==> config.mk <==
export PLATFORM = sky130hd
export DESIGN_NAME = ras_return_stack
export DESIGN_NICKNAME = d
export VERILOG_FILES = /design/src/rtl/ras_return_stack.v
export VERILOG_INCLUDE_DIRS = /design/src /design/src/rtl
export SDC_FILE = /design/constraint.sdc
export NUM_CORES = 2
export LEC_CHECK = 0
export BUFFER_PORTS_ARGS = -buffer_cell sky130_fd_sc_hd__clkbuf_2
export CAP_MARGIN = 25
export CORE_MARGIN = 2
export CORE_UTILIZATION = 55
export DETAILED_ROUTE_END_ITERATION = 16
export PLACE_DENSITY_LB_ADDON = 0.05
export RECOVER_POWER = 25
export SYNTH_ARGS = -nofsm -noshare
export SYNTH_HDL_FRONTEND = slang
export SYNTH_SLANG_ARGS = --single-unit
==> constraint.sdc <==
create_clock -name CLK -period 9.86 [get_ports CLK]
set_clock_uncertainty 0.1 [all_clocks]
set_input_delay 0.493 -clock CLK [delete_from_list [all_inputs] [get_ports CLK]]
set_output_delay 0.493 -clock CLK [all_outputs]
set_load 0.005 [all_outputs]
==> src/rtl/ras_defines.vh <==
`ifndef RAS_DEFINES_VH
`define RAS_DEFINES_VH

// Widths
`define RAS_PC_W        21
`define RAS_SP_W        5
`define RAS_DEPTH       31

// Program space
`define RAS_PC_RESET    21'h000000
`define RAS_VEC_HIGH    21'h000008
`define RAS_VEC_LOW     21'h000018
`define RAS_PC_STEP     21'h000002
`define RAS_IMPL_BYTES  21'h002000
`define RAS_NOP_WORD    16'h0000

// Register byte offsets
`define RAS_OFS_PTR     8'h00
`define RAS_OFS_TOP_ENTRY_LOW    8'h04
`define RAS_OFS_TOP_ENTRY_HIGH    8'h08
`define RAS_OFS_TOP_ENTRY_UPPER    8'h0C
`define RAS_OFS_LATH    8'h10
`define RAS_OFS_LATU    8'h14
`define RAS_OFS_CTRL    8'h18
`define RAS_OFS_PC      8'h1C

// Pointer register fields
`define RAS_PTR_FULL    7
`define RAS_PTR_UNF     6
`define RAS_SP_ZERO     5'h00
`define RAS_SP_ONE      5'h01
`define RAS_SP_LAST     5'h1F
`define RAS_SP_PREV     5'h1E

// Control register fields
`define RAS_CTL_OVR     0
`define RAS_CTL_PUSH    1
`define RAS_CTL_POP     2
`define RAS_CTL_RESET   1'b1

// AHB encodings
`define RAS_HTRANS_NSEQ 2'h2
`define RAS_HTRANS_SEQ  2'h3
`define RAS_HRESP_OKAY  1'b0

`endif

==> src/rtl/ras_return_stack.v <==
`timescale 1ns/1ps
`include "ras_defines.vh"

// Functional notes
// RULE1: Program counter is 21 bits, 2-Mbyte space
// RULE2: Fetch beyond implemented memory returns zeros
// RULE3: Reset vector 0000h, interrupt vectors 0008h/0018h
// RULE4: Up to 31 nested calls and interrupts
// RULE5: Push PC on call or interrupt acknowledge
// RULE6: Pop into PC on any return
// RULE7: Calls and returns leave PC latches alone
// RULE8: 31 entries of 21 bits, 5-bit pointer
// RULE9: Every reset clears the stack pointer
// RULE10: Pointer zero means empty, no entry
// RULE11: Push increments pointer, then writes entry
// RULE12: Pop reads entry, then decrements pointer
// RULE13: Stack reachable only via pointer and top registers
// RULE14: Software reads/writes pointer, pushes and pops
// RULE15: Top registers access entry selected by pointer
// RULE16: Flags show full, overflow, underflow
// RULE17: Software masks interrupts while touching stack
// RULE18: Interrupt wake-up pushes PC then loads vector
// RULE19: Program and data buses are separate
// RULE20: Overflow reset on: store, flag, reset device
// RULE21: Overflow reset off: pointer stays 31, no overwrite
// RULE22: Empty pop loads zero, sets underflow flag
// RULE23: Pointer reg: bit7 full, bit6 underflow, bit5 zero
// RULE24: Pointer write precedes next stack operation
module ras_return_stack (
  input  wire        CLK,        // Core clock, 200 MHz
  input  wire        RST,        // Any reset, sync, active high
  input  wire        POR,        // Power-on reset, sync, active high
  input  wire        HSEL,       // AHB slave select
  input  wire [31:0] HADDR,      // AHB address
  input  wire [1:0]  HTRANS,     // AHB transfer type
  input  wire        HWRITE,     // AHB write
  input  wire [2:0]  HSIZE,      // AHB size, word only
  input  wire [31:0] HWDATA,     // AHB write data
  input  wire        HREADY,     // AHB bus ready
  output wire        HREADYOUT,  // AHB slave ready
  output reg  [31:0] HRDATA,     // AHB read data
  output wire        HRESP,      // AHB response, always OKAY
  input  wire        OP_CALL,    // Call executes, pulse
  input  wire [20:0] CALL_TARGET,// Call destination
  input  wire        OP_RET,     // Any return executes, pulse
  input  wire        OP_IRQ,     // Interrupt acknowledge, pulse
  input  wire        IRQ_HIGH,   // 1: high-priority vector
  input  wire        OP_STEP,    // Advance to next instruction
  output wire [20:0] PM_ADDR,    // Program bus address
  input  wire [15:0] PM_RDATA,   // Program bus raw data
  output reg  [15:0] FETCH_WORD, // Fetched word, zero past memory
  output reg         STACK_RESET // Stack reset request, pulse
);

  reg  [20:0] stk_mem [1:`RAS_DEPTH];
  reg  [20:0] pc_r;
  reg  [20:0] pc_nxt;
  reg  [4:0]  sp_r;
  reg  [4:0]  sp_nxt;
  reg         full_r;
  reg         full_nxt;
  reg         unf_r;
  reg         unf_nxt;
  reg  [7:0]  lath_r;
  reg  [4:0]  latu_r;
  reg         ovr_en_r;
  reg         rst_req_nxt;
  reg         mem_we;
  reg  [4:0]  mem_wa;
  reg  [20:0] mem_wd;
  reg         dph_r;
  reg         dph_wr_r;
  reg  [7:0]  dph_ofs_r;
  reg  [4:0]  sp_eff;
  reg  [20:0] tos_val;
  reg  [20:0] tos_wr;
  reg         do_push;
  reg         do_pop;
  reg         pop_load;
  reg  [20:0] push_val;
  reg  [20:0] vec_val;
  reg  [4:0]  sp_aft;
  reg  [20:0] pc_aft;
  reg  [20:0] tos_aft;
  reg         full_aft;
  reg         unf_aft;
  reg  [7:0]  lath_nxt;
  reg  [4:0]  latu_nxt;
  reg         ovr_en_nxt;
  reg         rd_go;
  reg  [7:0]  rd_ofs;
  reg  [31:0] hrdata_nxt;
  wire        core_op;
  wire        bus_go;
  wire        bus_wr;
  wire        addr_ok;

  assign core_op   = OP_CALL | OP_RET | OP_IRQ;
  // Stall the bus data phase while the core touches the stack, so a
  // software access always lands between core operations, never inside.
  assign HREADYOUT = ~(dph_r & core_op);
  assign HRESP     = `RAS_HRESP_OKAY;
  assign bus_go    = dph_r & ~core_op;
  assign bus_wr    = bus_go & dph_wr_r;
  assign addr_ok   = HSEL & HREADY & (HTRANS == `RAS_HTRANS_NSEQ ||
                     HTRANS == `RAS_HTRANS_SEQ);
  // RULE19: separate program bus
  assign PM_ADDR   = pc_r;

  // Address phase capture
  always @(posedge CLK) begin
    if (RST) begin
      dph_r     <= 1'b0;
      dph_wr_r  <= 1'b0;
      dph_ofs_r <= 8'h00;
    end else if (HREADYOUT) begin
      dph_r     <= addr_ok;
      dph_wr_r  <= addr_ok & HWRITE;
      dph_ofs_r <= HADDR[7:0];
    end
  end

  // RULE24: new pointer seen at once
  always @* begin
    sp_eff = sp_r;
    if (bus_wr && dph_ofs_r == `RAS_OFS_PTR)
      sp_eff = HWDATA[4:0];
  end

  // RULE15: top entry follows pointer
  // RULE10: pointer zero has no entry
  always @* begin
    if (sp_r == `RAS_SP_ZERO)
      tos_val = `RAS_PC_RESET;
    else
      tos_val = stk_mem[sp_r];
  end

  // RULE3: vector select
  always @* begin
    if (IRQ_HIGH)
      vec_val = `RAS_VEC_HIGH;
    else
      vec_val = `RAS_VEC_LOW;
  end

  // Stack sequencing
  always @* begin
    pc_nxt      = pc_r;
    sp_nxt      = sp_eff;
    full_nxt    = full_r;
    unf_nxt     = unf_r;
    rst_req_nxt = 1'b0;
    mem_we      = 1'b0;
    mem_wa      = sp_eff;
    mem_wd      = pc_r;
    do_push     = 1'b0;
    do_pop      = 1'b0;
    pop_load    = 1'b0;
    push_val    = pc_r;
    tos_wr      = tos_val;
    // RULE5: push on call or interrupt
    // RULE18: interrupt saves PC, then vectors
    if (OP_IRQ) begin
      do_push = 1'b1;
      pc_nxt  = vec_val;
    end else if (OP_CALL) begin
      do_push = 1'b1;
      pc_nxt  = {CALL_TARGET[20:1], 1'b0};
    end else if (OP_RET) begin
      // RULE6: pop into PC
      do_pop   = 1'b1;
      pop_load = 1'b1;
    end else if (bus_wr && dph_ofs_r == `RAS_OFS_CTRL) begin
      // RULE14: software push and pop
      do_push = HWDATA[`RAS_CTL_PUSH];
      do_pop  = HWDATA[`RAS_CTL_POP] & ~HWDATA[`RAS_CTL_PUSH];
    end else if (OP_STEP) begin
      pc_nxt = pc_r + `RAS_PC_STEP;
    end
    if (bus_wr) begin
      case (dph_ofs_r)
        `RAS_OFS_TOP_ENTRY_LOW: tos_wr = {tos_val[20:8], HWDATA[7:0]};
        `RAS_OFS_TOP_ENTRY_HIGH: tos_wr = {tos_val[20:16], HWDATA[7:0],
                                 tos_val[7:0]};
        `RAS_OFS_TOP_ENTRY_UPPER: tos_wr = {HWDATA[4:0], tos_val[15:0]};
        default:       tos_wr = tos_val;
      endcase
      // RULE13: entry written only via top registers
      if ((dph_ofs_r == `RAS_OFS_TOP_ENTRY_LOW || dph_ofs_r == `RAS_OFS_TOP_ENTRY_HIGH ||
           dph_ofs_r == `RAS_OFS_TOP_ENTRY_UPPER) && sp_r != `RAS_SP_ZERO) begin
        mem_we = 1'b1;
        mem_wa = sp_r;
        mem_wd = tos_wr;
      end
      // RULE23: flags clear-only
      if (dph_ofs_r == `RAS_OFS_PTR) begin
        full_nxt = full_r & HWDATA[`RAS_PTR_FULL];
        unf_nxt  = unf_r & HWDATA[`RAS_PTR_UNF];
      end
    end
    // RULE4: 31-deep nesting limit
    if (do_push) begin
      // RULE21: no overwrite at 31
      if (sp_eff == `RAS_SP_LAST) begin
        full_nxt = 1'b1;
        if (ovr_en_r) begin
          rst_req_nxt = 1'b1;
          sp_nxt      = `RAS_SP_ZERO;
          pc_nxt      = `RAS_PC_RESET;
        end
      end else begin
        // RULE11: increment, then write
        sp_nxt = sp_eff + `RAS_SP_ONE;
        mem_we = 1'b1;
        mem_wa = sp_eff + `RAS_SP_ONE;
        mem_wd = push_val;
        // RULE16: full flag
        if (sp_eff == `RAS_SP_PREV) begin
          full_nxt = 1'b1;
          // RULE20: overflow reset
          if (ovr_en_r) begin
            rst_req_nxt = 1'b1;
            sp_nxt      = `RAS_SP_ZERO;
            pc_nxt      = `RAS_PC_RESET;
          end
        end
      end
    end else if (do_pop) begin
      if (sp_eff == `RAS_SP_ZERO) begin
        // RULE22: empty pop
        unf_nxt = 1'b1;
        if (pop_load)
          pc_nxt = `RAS_PC_RESET;
        if (ovr_en_r) begin
          rst_req_nxt = 1'b1;
          pc_nxt      = `RAS_PC_RESET;
        end
      end else begin
        // RULE12: read, then decrement
        if (pop_load)
          pc_nxt = stk_mem[sp_eff];
        sp_nxt = sp_eff - `RAS_SP_ONE;
      end
    end
  end

  // RULE8: 31 by 21-bit storage
  always @(posedge CLK) begin
    if (mem_we && mem_wa != `RAS_SP_ZERO)
      stk_mem[mem_wa] <= mem_wd;
  end

  always @(posedge CLK) begin
    if (RST) begin
      // RULE9: pointer cleared by reset
      sp_r        <= `RAS_SP_ZERO;
      // RULE3: start at reset vector
      pc_r        <= `RAS_PC_RESET;
      STACK_RESET <= 1'b0;
    end else begin
      sp_r        <= sp_nxt;
      // RULE1: 21-bit word-aligned PC
      pc_r        <= {pc_nxt[20:1], 1'b0};
      STACK_RESET <= rst_req_nxt;
    end
  end

  // Flags survive every reset but power-on; set beats clear
  always @(posedge CLK) begin
    if (POR) begin
      full_r <= 1'b0;
      unf_r  <= 1'b0;
    end else begin
      full_r <= full_nxt;
      unf_r  <= unf_nxt;
    end
  end

  // RULE7: latches change only by software writes and reset
  always @* begin
    lath_nxt   = lath_r;
    latu_nxt   = latu_r;
    ovr_en_nxt = ovr_en_r;
    if (RST) begin
      lath_nxt   = 8'h00;
      latu_nxt   = 5'h00;
      ovr_en_nxt = `RAS_CTL_RESET;
    end else if (bus_wr) begin
      if (dph_ofs_r == `RAS_OFS_LATH)
        lath_nxt = HWDATA[7:0];
      if (dph_ofs_r == `RAS_OFS_LATU)
        latu_nxt = HWDATA[4:0];
      if (dph_ofs_r == `RAS_OFS_CTRL)
        ovr_en_nxt = HWDATA[`RAS_CTL_OVR];
    end
  end

  always @(posedge CLK) begin
    lath_r   <= lath_nxt;
    latu_r   <= latu_nxt;
    ovr_en_r <= ovr_en_nxt;
  end

  // RULE2: zeros past implemented memory
  always @(posedge CLK) begin
    if (RST)
      FETCH_WORD <= `RAS_NOP_WORD;
    else if (pc_r >= `RAS_IMPL_BYTES)
      FETCH_WORD <= `RAS_NOP_WORD;
    else
      FETCH_WORD <= PM_RDATA;
  end

  // Read data is loaded from the state as it stands after this edge, so a
  // data phase stalled by a core op still returns the freshest value.
  always @* begin
    sp_aft   = RST ? `RAS_SP_ZERO : sp_nxt;
    pc_aft   = RST ? `RAS_PC_RESET : {pc_nxt[20:1], 1'b0};
    full_aft = POR ? 1'b0 : full_nxt;
    unf_aft  = POR ? 1'b0 : unf_nxt;
    if (sp_aft == `RAS_SP_ZERO)
      tos_aft = `RAS_PC_RESET;
    else if (mem_we && mem_wa == sp_aft)
      tos_aft = mem_wd;
    else
      tos_aft = stk_mem[sp_aft];
    rd_go  = HREADYOUT ? (addr_ok & ~HWRITE) : (dph_r & ~dph_wr_r);
    rd_ofs = HREADYOUT ? HADDR[7:0] : dph_ofs_r;
    hrdata_nxt = 32'h00000000;
    if (rd_go && !RST) begin
      case (rd_ofs)
        `RAS_OFS_PTR:
          hrdata_nxt = {24'h000000, full_aft, unf_aft, 1'b0, sp_aft};
        `RAS_OFS_TOP_ENTRY_LOW: hrdata_nxt = {24'h000000, tos_aft[7:0]};
        `RAS_OFS_TOP_ENTRY_HIGH: hrdata_nxt = {24'h000000, tos_aft[15:8]};
        `RAS_OFS_TOP_ENTRY_UPPER: hrdata_nxt = {27'h0000000, tos_aft[20:16]};
        `RAS_OFS_LATH: hrdata_nxt = {24'h000000, lath_nxt};
        `RAS_OFS_LATU: hrdata_nxt = {27'h0000000, latu_nxt};
        `RAS_OFS_CTRL: hrdata_nxt = {31'h00000000, ovr_en_nxt};
        `RAS_OFS_PC:   hrdata_nxt = {11'h000, pc_aft};
        default:       hrdata_nxt = 32'h00000000;
      endcase
    end
  end

  always @(posedge CLK) begin
    if (RST)
      HRDATA <= 32'h00000000;
    else
      HRDATA <= hrdata_nxt;
  end

endmodule // ras_return_stack

==> flow_metrics.tcl <==
set metrics [dict create \
    swShare_pct 29.90 \
    r2r_slack_ns 0.59 \
    design_area_um2 47080 \
    die_x_um 281.8 \
    setup_violations 0 \
    synthFlopType "edfxtp_1" \
    grt-ovfl-total 0 \
    ant_nets 0 \
    synth_area_um2 42430 \
    start_util_pct 55.68 \
    max_freq_ghz 0.1078 \
    hold_viol_final 0 \
    dp_hpwl_um 105700 \
    ys_async_sr_fraction_pct 0 \
    seqPwrFrac_pct 42.8 \
    endpoint_kind "register" \
    setup_ws_ns 0.5862 \
    areaGrowthSynthToFinish_pct 10.97 \
    drv_slew 221 \
    crit_required_ns 10.28 \
    min_from "HADDR[2]" \
    violations "capacitance limit, slew limit" \
    worst-setup-path-type "reg -> reg" \
    arrival_ns 9.69 \
    m1WireLength_um 60680 \
    cts.path.max_buffers 3 \
    h-tree-depth 3 \
    internal-power_uw 5808 \
    final_cell_mix "918 x nand2_1, 651 x edfxtp_1, 284 x nand3_1" \
    reg2reg_from "sp_r[1]$_DFF_P_" \
    die_h_um 281.8 \
    grt_max_degree 124 \
    ir_drop_mv 0.1442 \
    yosys_warnings 0 \
    clock_sinks 740 \
    wl_per_cell_um 34.95 \
    routed_via_density 7.428 \
    synth_edf_count 651 \
    dp_cells 4852 \
    outcome "complete, but fails checks" \
    r2r-end "HRDATA[4]$_SDFF_PP0_" \
    final_common_cell "nand2_1" \
    holdPathStages 3 \
    io_pins 189 \
    wl_met2_um 72400 \
    relSlewSlack_pct -183.6 \
    power_frac_comb_pct 19.6 \
    dr_wl_met3_um 29270 \
    antenna_found_initial 10 \
    cap_viol_max_count 6 \
    cpPeakStageDelay_ns 3.06 \
    period_needed_ns 9.274 \
    post-place-ws_ns 1.398 \
    total_power_uw 8285 \
    drtIter0Drc 7150 \
    critical_path.top_delay_family "buffers and inverters" \
    synth_seq_cells 740 \
    finalCritPeriodShare_pct 94.06 \
    power.switching_uw 2477 \
    port_buffers 122 \
    die_area_um2 79380 \
    path_buf_inv 4 \
    postPlaceCellArea_um2 44250 \
    worst_pin_slew_ns 4.253 \
    grt_pass1_vias 35600 \
    core_um2 76200 \
    groute.usage.overall_pct 44.04 \
    layout.cells.non_filler 5029 \
    synthesis.instances 3902 \
    ys_types 96 \
    firstDrtPassIters 8 \
    crit_slowest_cell "clkbuf_1" \
    ff2ff_path_depth 14 \
    rsz0062_at_grt "false" \
    hp-class "in -> reg" \
    synth-seq-area-share_pct 50.27 \
    cp_cell_sequence "clkbuf_1, buf_12, buf_4, mux4_2, mux4_2, mux2i_1, nor2_1, a21oi_1, o21ai_2, buf_4, nor2_1, a311oi_1, o41ai_1, a31oi_1" \
    finalWirelength_um 175800 \
    grt_pass1_wl_um 248100 \
    startpoint_type "register" \
    rows 101 \
    post-route-drc-count 0 \
    drive_gt1_share_pct 15.79 \
    worstHoldEndpoint "dph_ofs_r[2]$_SDFF_PP0_" \
    root_buffer "clkbuf_16" \
    vias 37350 \
    gp_congestion 1.005 \
    clkLatencyLatePin_ns 0.67 \
    synth_area_per_cell_um2 10.87 \
    fin_setup_tns_ns 0 \
    num-nets-final 4051 \
    cts_buffers 81 \
    leakage_uw 0.01612 \
    cts_tree "yes" \
    powerDensity_nw_per_um2 176.0 \
    clk_pin_slew_ns 0.06 \
    maxUsedRoutingLayer "met5" \
    path_max_fanout 89 \
    clockPowerShare_pct 37.6 \
]
[cell families after synthesis]
family / share of synthesized area (%)
adders and majority gates: 0.1180
AOI/OAI and AO/OA: 10.80
and+or+nand+nor: 17.11
other: 0.008838
xor gates and xnor gates: 0.4954
buffers and inverters: 3.922
DFF: 50.27
muxes: 17.27
[timing repair]
item,in CTS,in global routing
hold buffers,22,0
gates resized for setup,0,0
endpoints found under the hold margin,23,0
buffers inserted,0,0
[worst max path at each step]
stage                            startpoint                    to  slack (ns)  cells past startpoint
floorplan                           OP_CALL  HRDATA[1]$_SDFF_PP0_        3.77                     30
global placement                    OP_CALL  HRDATA[3]$_SDFF_PP0_        1.54                     22
detailed placement                  OP_CALL  HRDATA[3]$_SDFF_PP0_        1.40                     22
CTS                 dph_ofs_r[5]$_SDFF_PP0_  HRDATA[3]$_SDFF_PP0_        1.93                     21
global route                sp_r[0]$_DFF_P_  HRDATA[2]$_SDFF_PP0_        0.86                     13
finish                      sp_r[1]$_DFF_P_  HRDATA[4]$_SDFF_PP0_        0.59                     14
[Yosys cell counts, drive strengths merged (32+ instances only)]
library cell / count / share of area, %
a211oi: 46 / 0.84
a21oi: 160 / 1.9
a311oi: 117 / 2.4
a31oi: 58 / 0.86
and2: 45 / 0.66
and3: 94 / 1.4
buf: 162 / 2.1
clkbuf: 180 / 1.6
dfxtp: 89 / 4.2
edfxtp: 651 / 46
mux2i: 233 / 5.5
mux4: 210 / 11
nand2: 920 / 8.2
nand3: 284 / 3.3
nor2: 211 / 2.0
nor3: 32 / 0.41
o21ai: 67 / 0.79
[sequential cells by signal, indices dropped and copies added (netlist names)]
register,cells
STACK_RESET,1
PM_ADDR,20
HRDATA,21
dph_ofs_r,8
unf_r,1
latu_r,5
dph_wr_r,1
stk_mem,651
full_r,1
dph_r,1
ovr_en_r,1
sp_r,5
lath_r,8
FETCH_WORD,16
[per-stage QoR]
| stage | hold WS, ns | utilization, % |
|---|---|---|
| after global placement | 0.3510 | 57.99 |
| after CTS | 0.01387 | 61.88 |
| after floorplan | 0.3398 | - |
| after detailed placement | 0.3583 | 58.07 |
| after global routing | 0.05160 | 61.78 |
| final | 0.03148 | 61.79 |
[per-layer routing]
| layer | GRT usage [%] | vias to the layer above |
|---|---|---|
| met2 | 62.30 | 3632 |
| met1 | 57.19 | 18000 |
| met3 | 16.48 | 814 |
| met4 | 27.86 | 14 |
| li1 | - | 14890 |
| met5 | 0 | - |
[power groups by stage]
stage | Clock, µW | Sequential (µW) | Combinational, µW
6_report | 3120 | 3540 | 1630
5_1_grt | 3230 | 3550 | 1670
4_1_cts | 3120 | 3540 | 1540
3_5_place_dp | 0 | 3600 | 1530
3_3_place_gp | 0 | 3600 | 1510
2_1_floorplan | 0 | 3580 | 1000
[tightest hold or removal path: stages]
cell      delay [ns]
clkbuf_2        0.13
nand2_1         0.07
a21oi_1         0.06
[cell type report]
class                      count  area [µm²]
tap                         1030        1289
antenna                        4       10.01
clock buffer                  99        2178
sequential                   740       21340
clock inverter                49       503.0
multi-input combinational   2813       19810
fill                        6112       29120
inverter                      19       98.84
timing repair buffer         275        1852
Note: power is estimated with default switching activity, not from simulation.
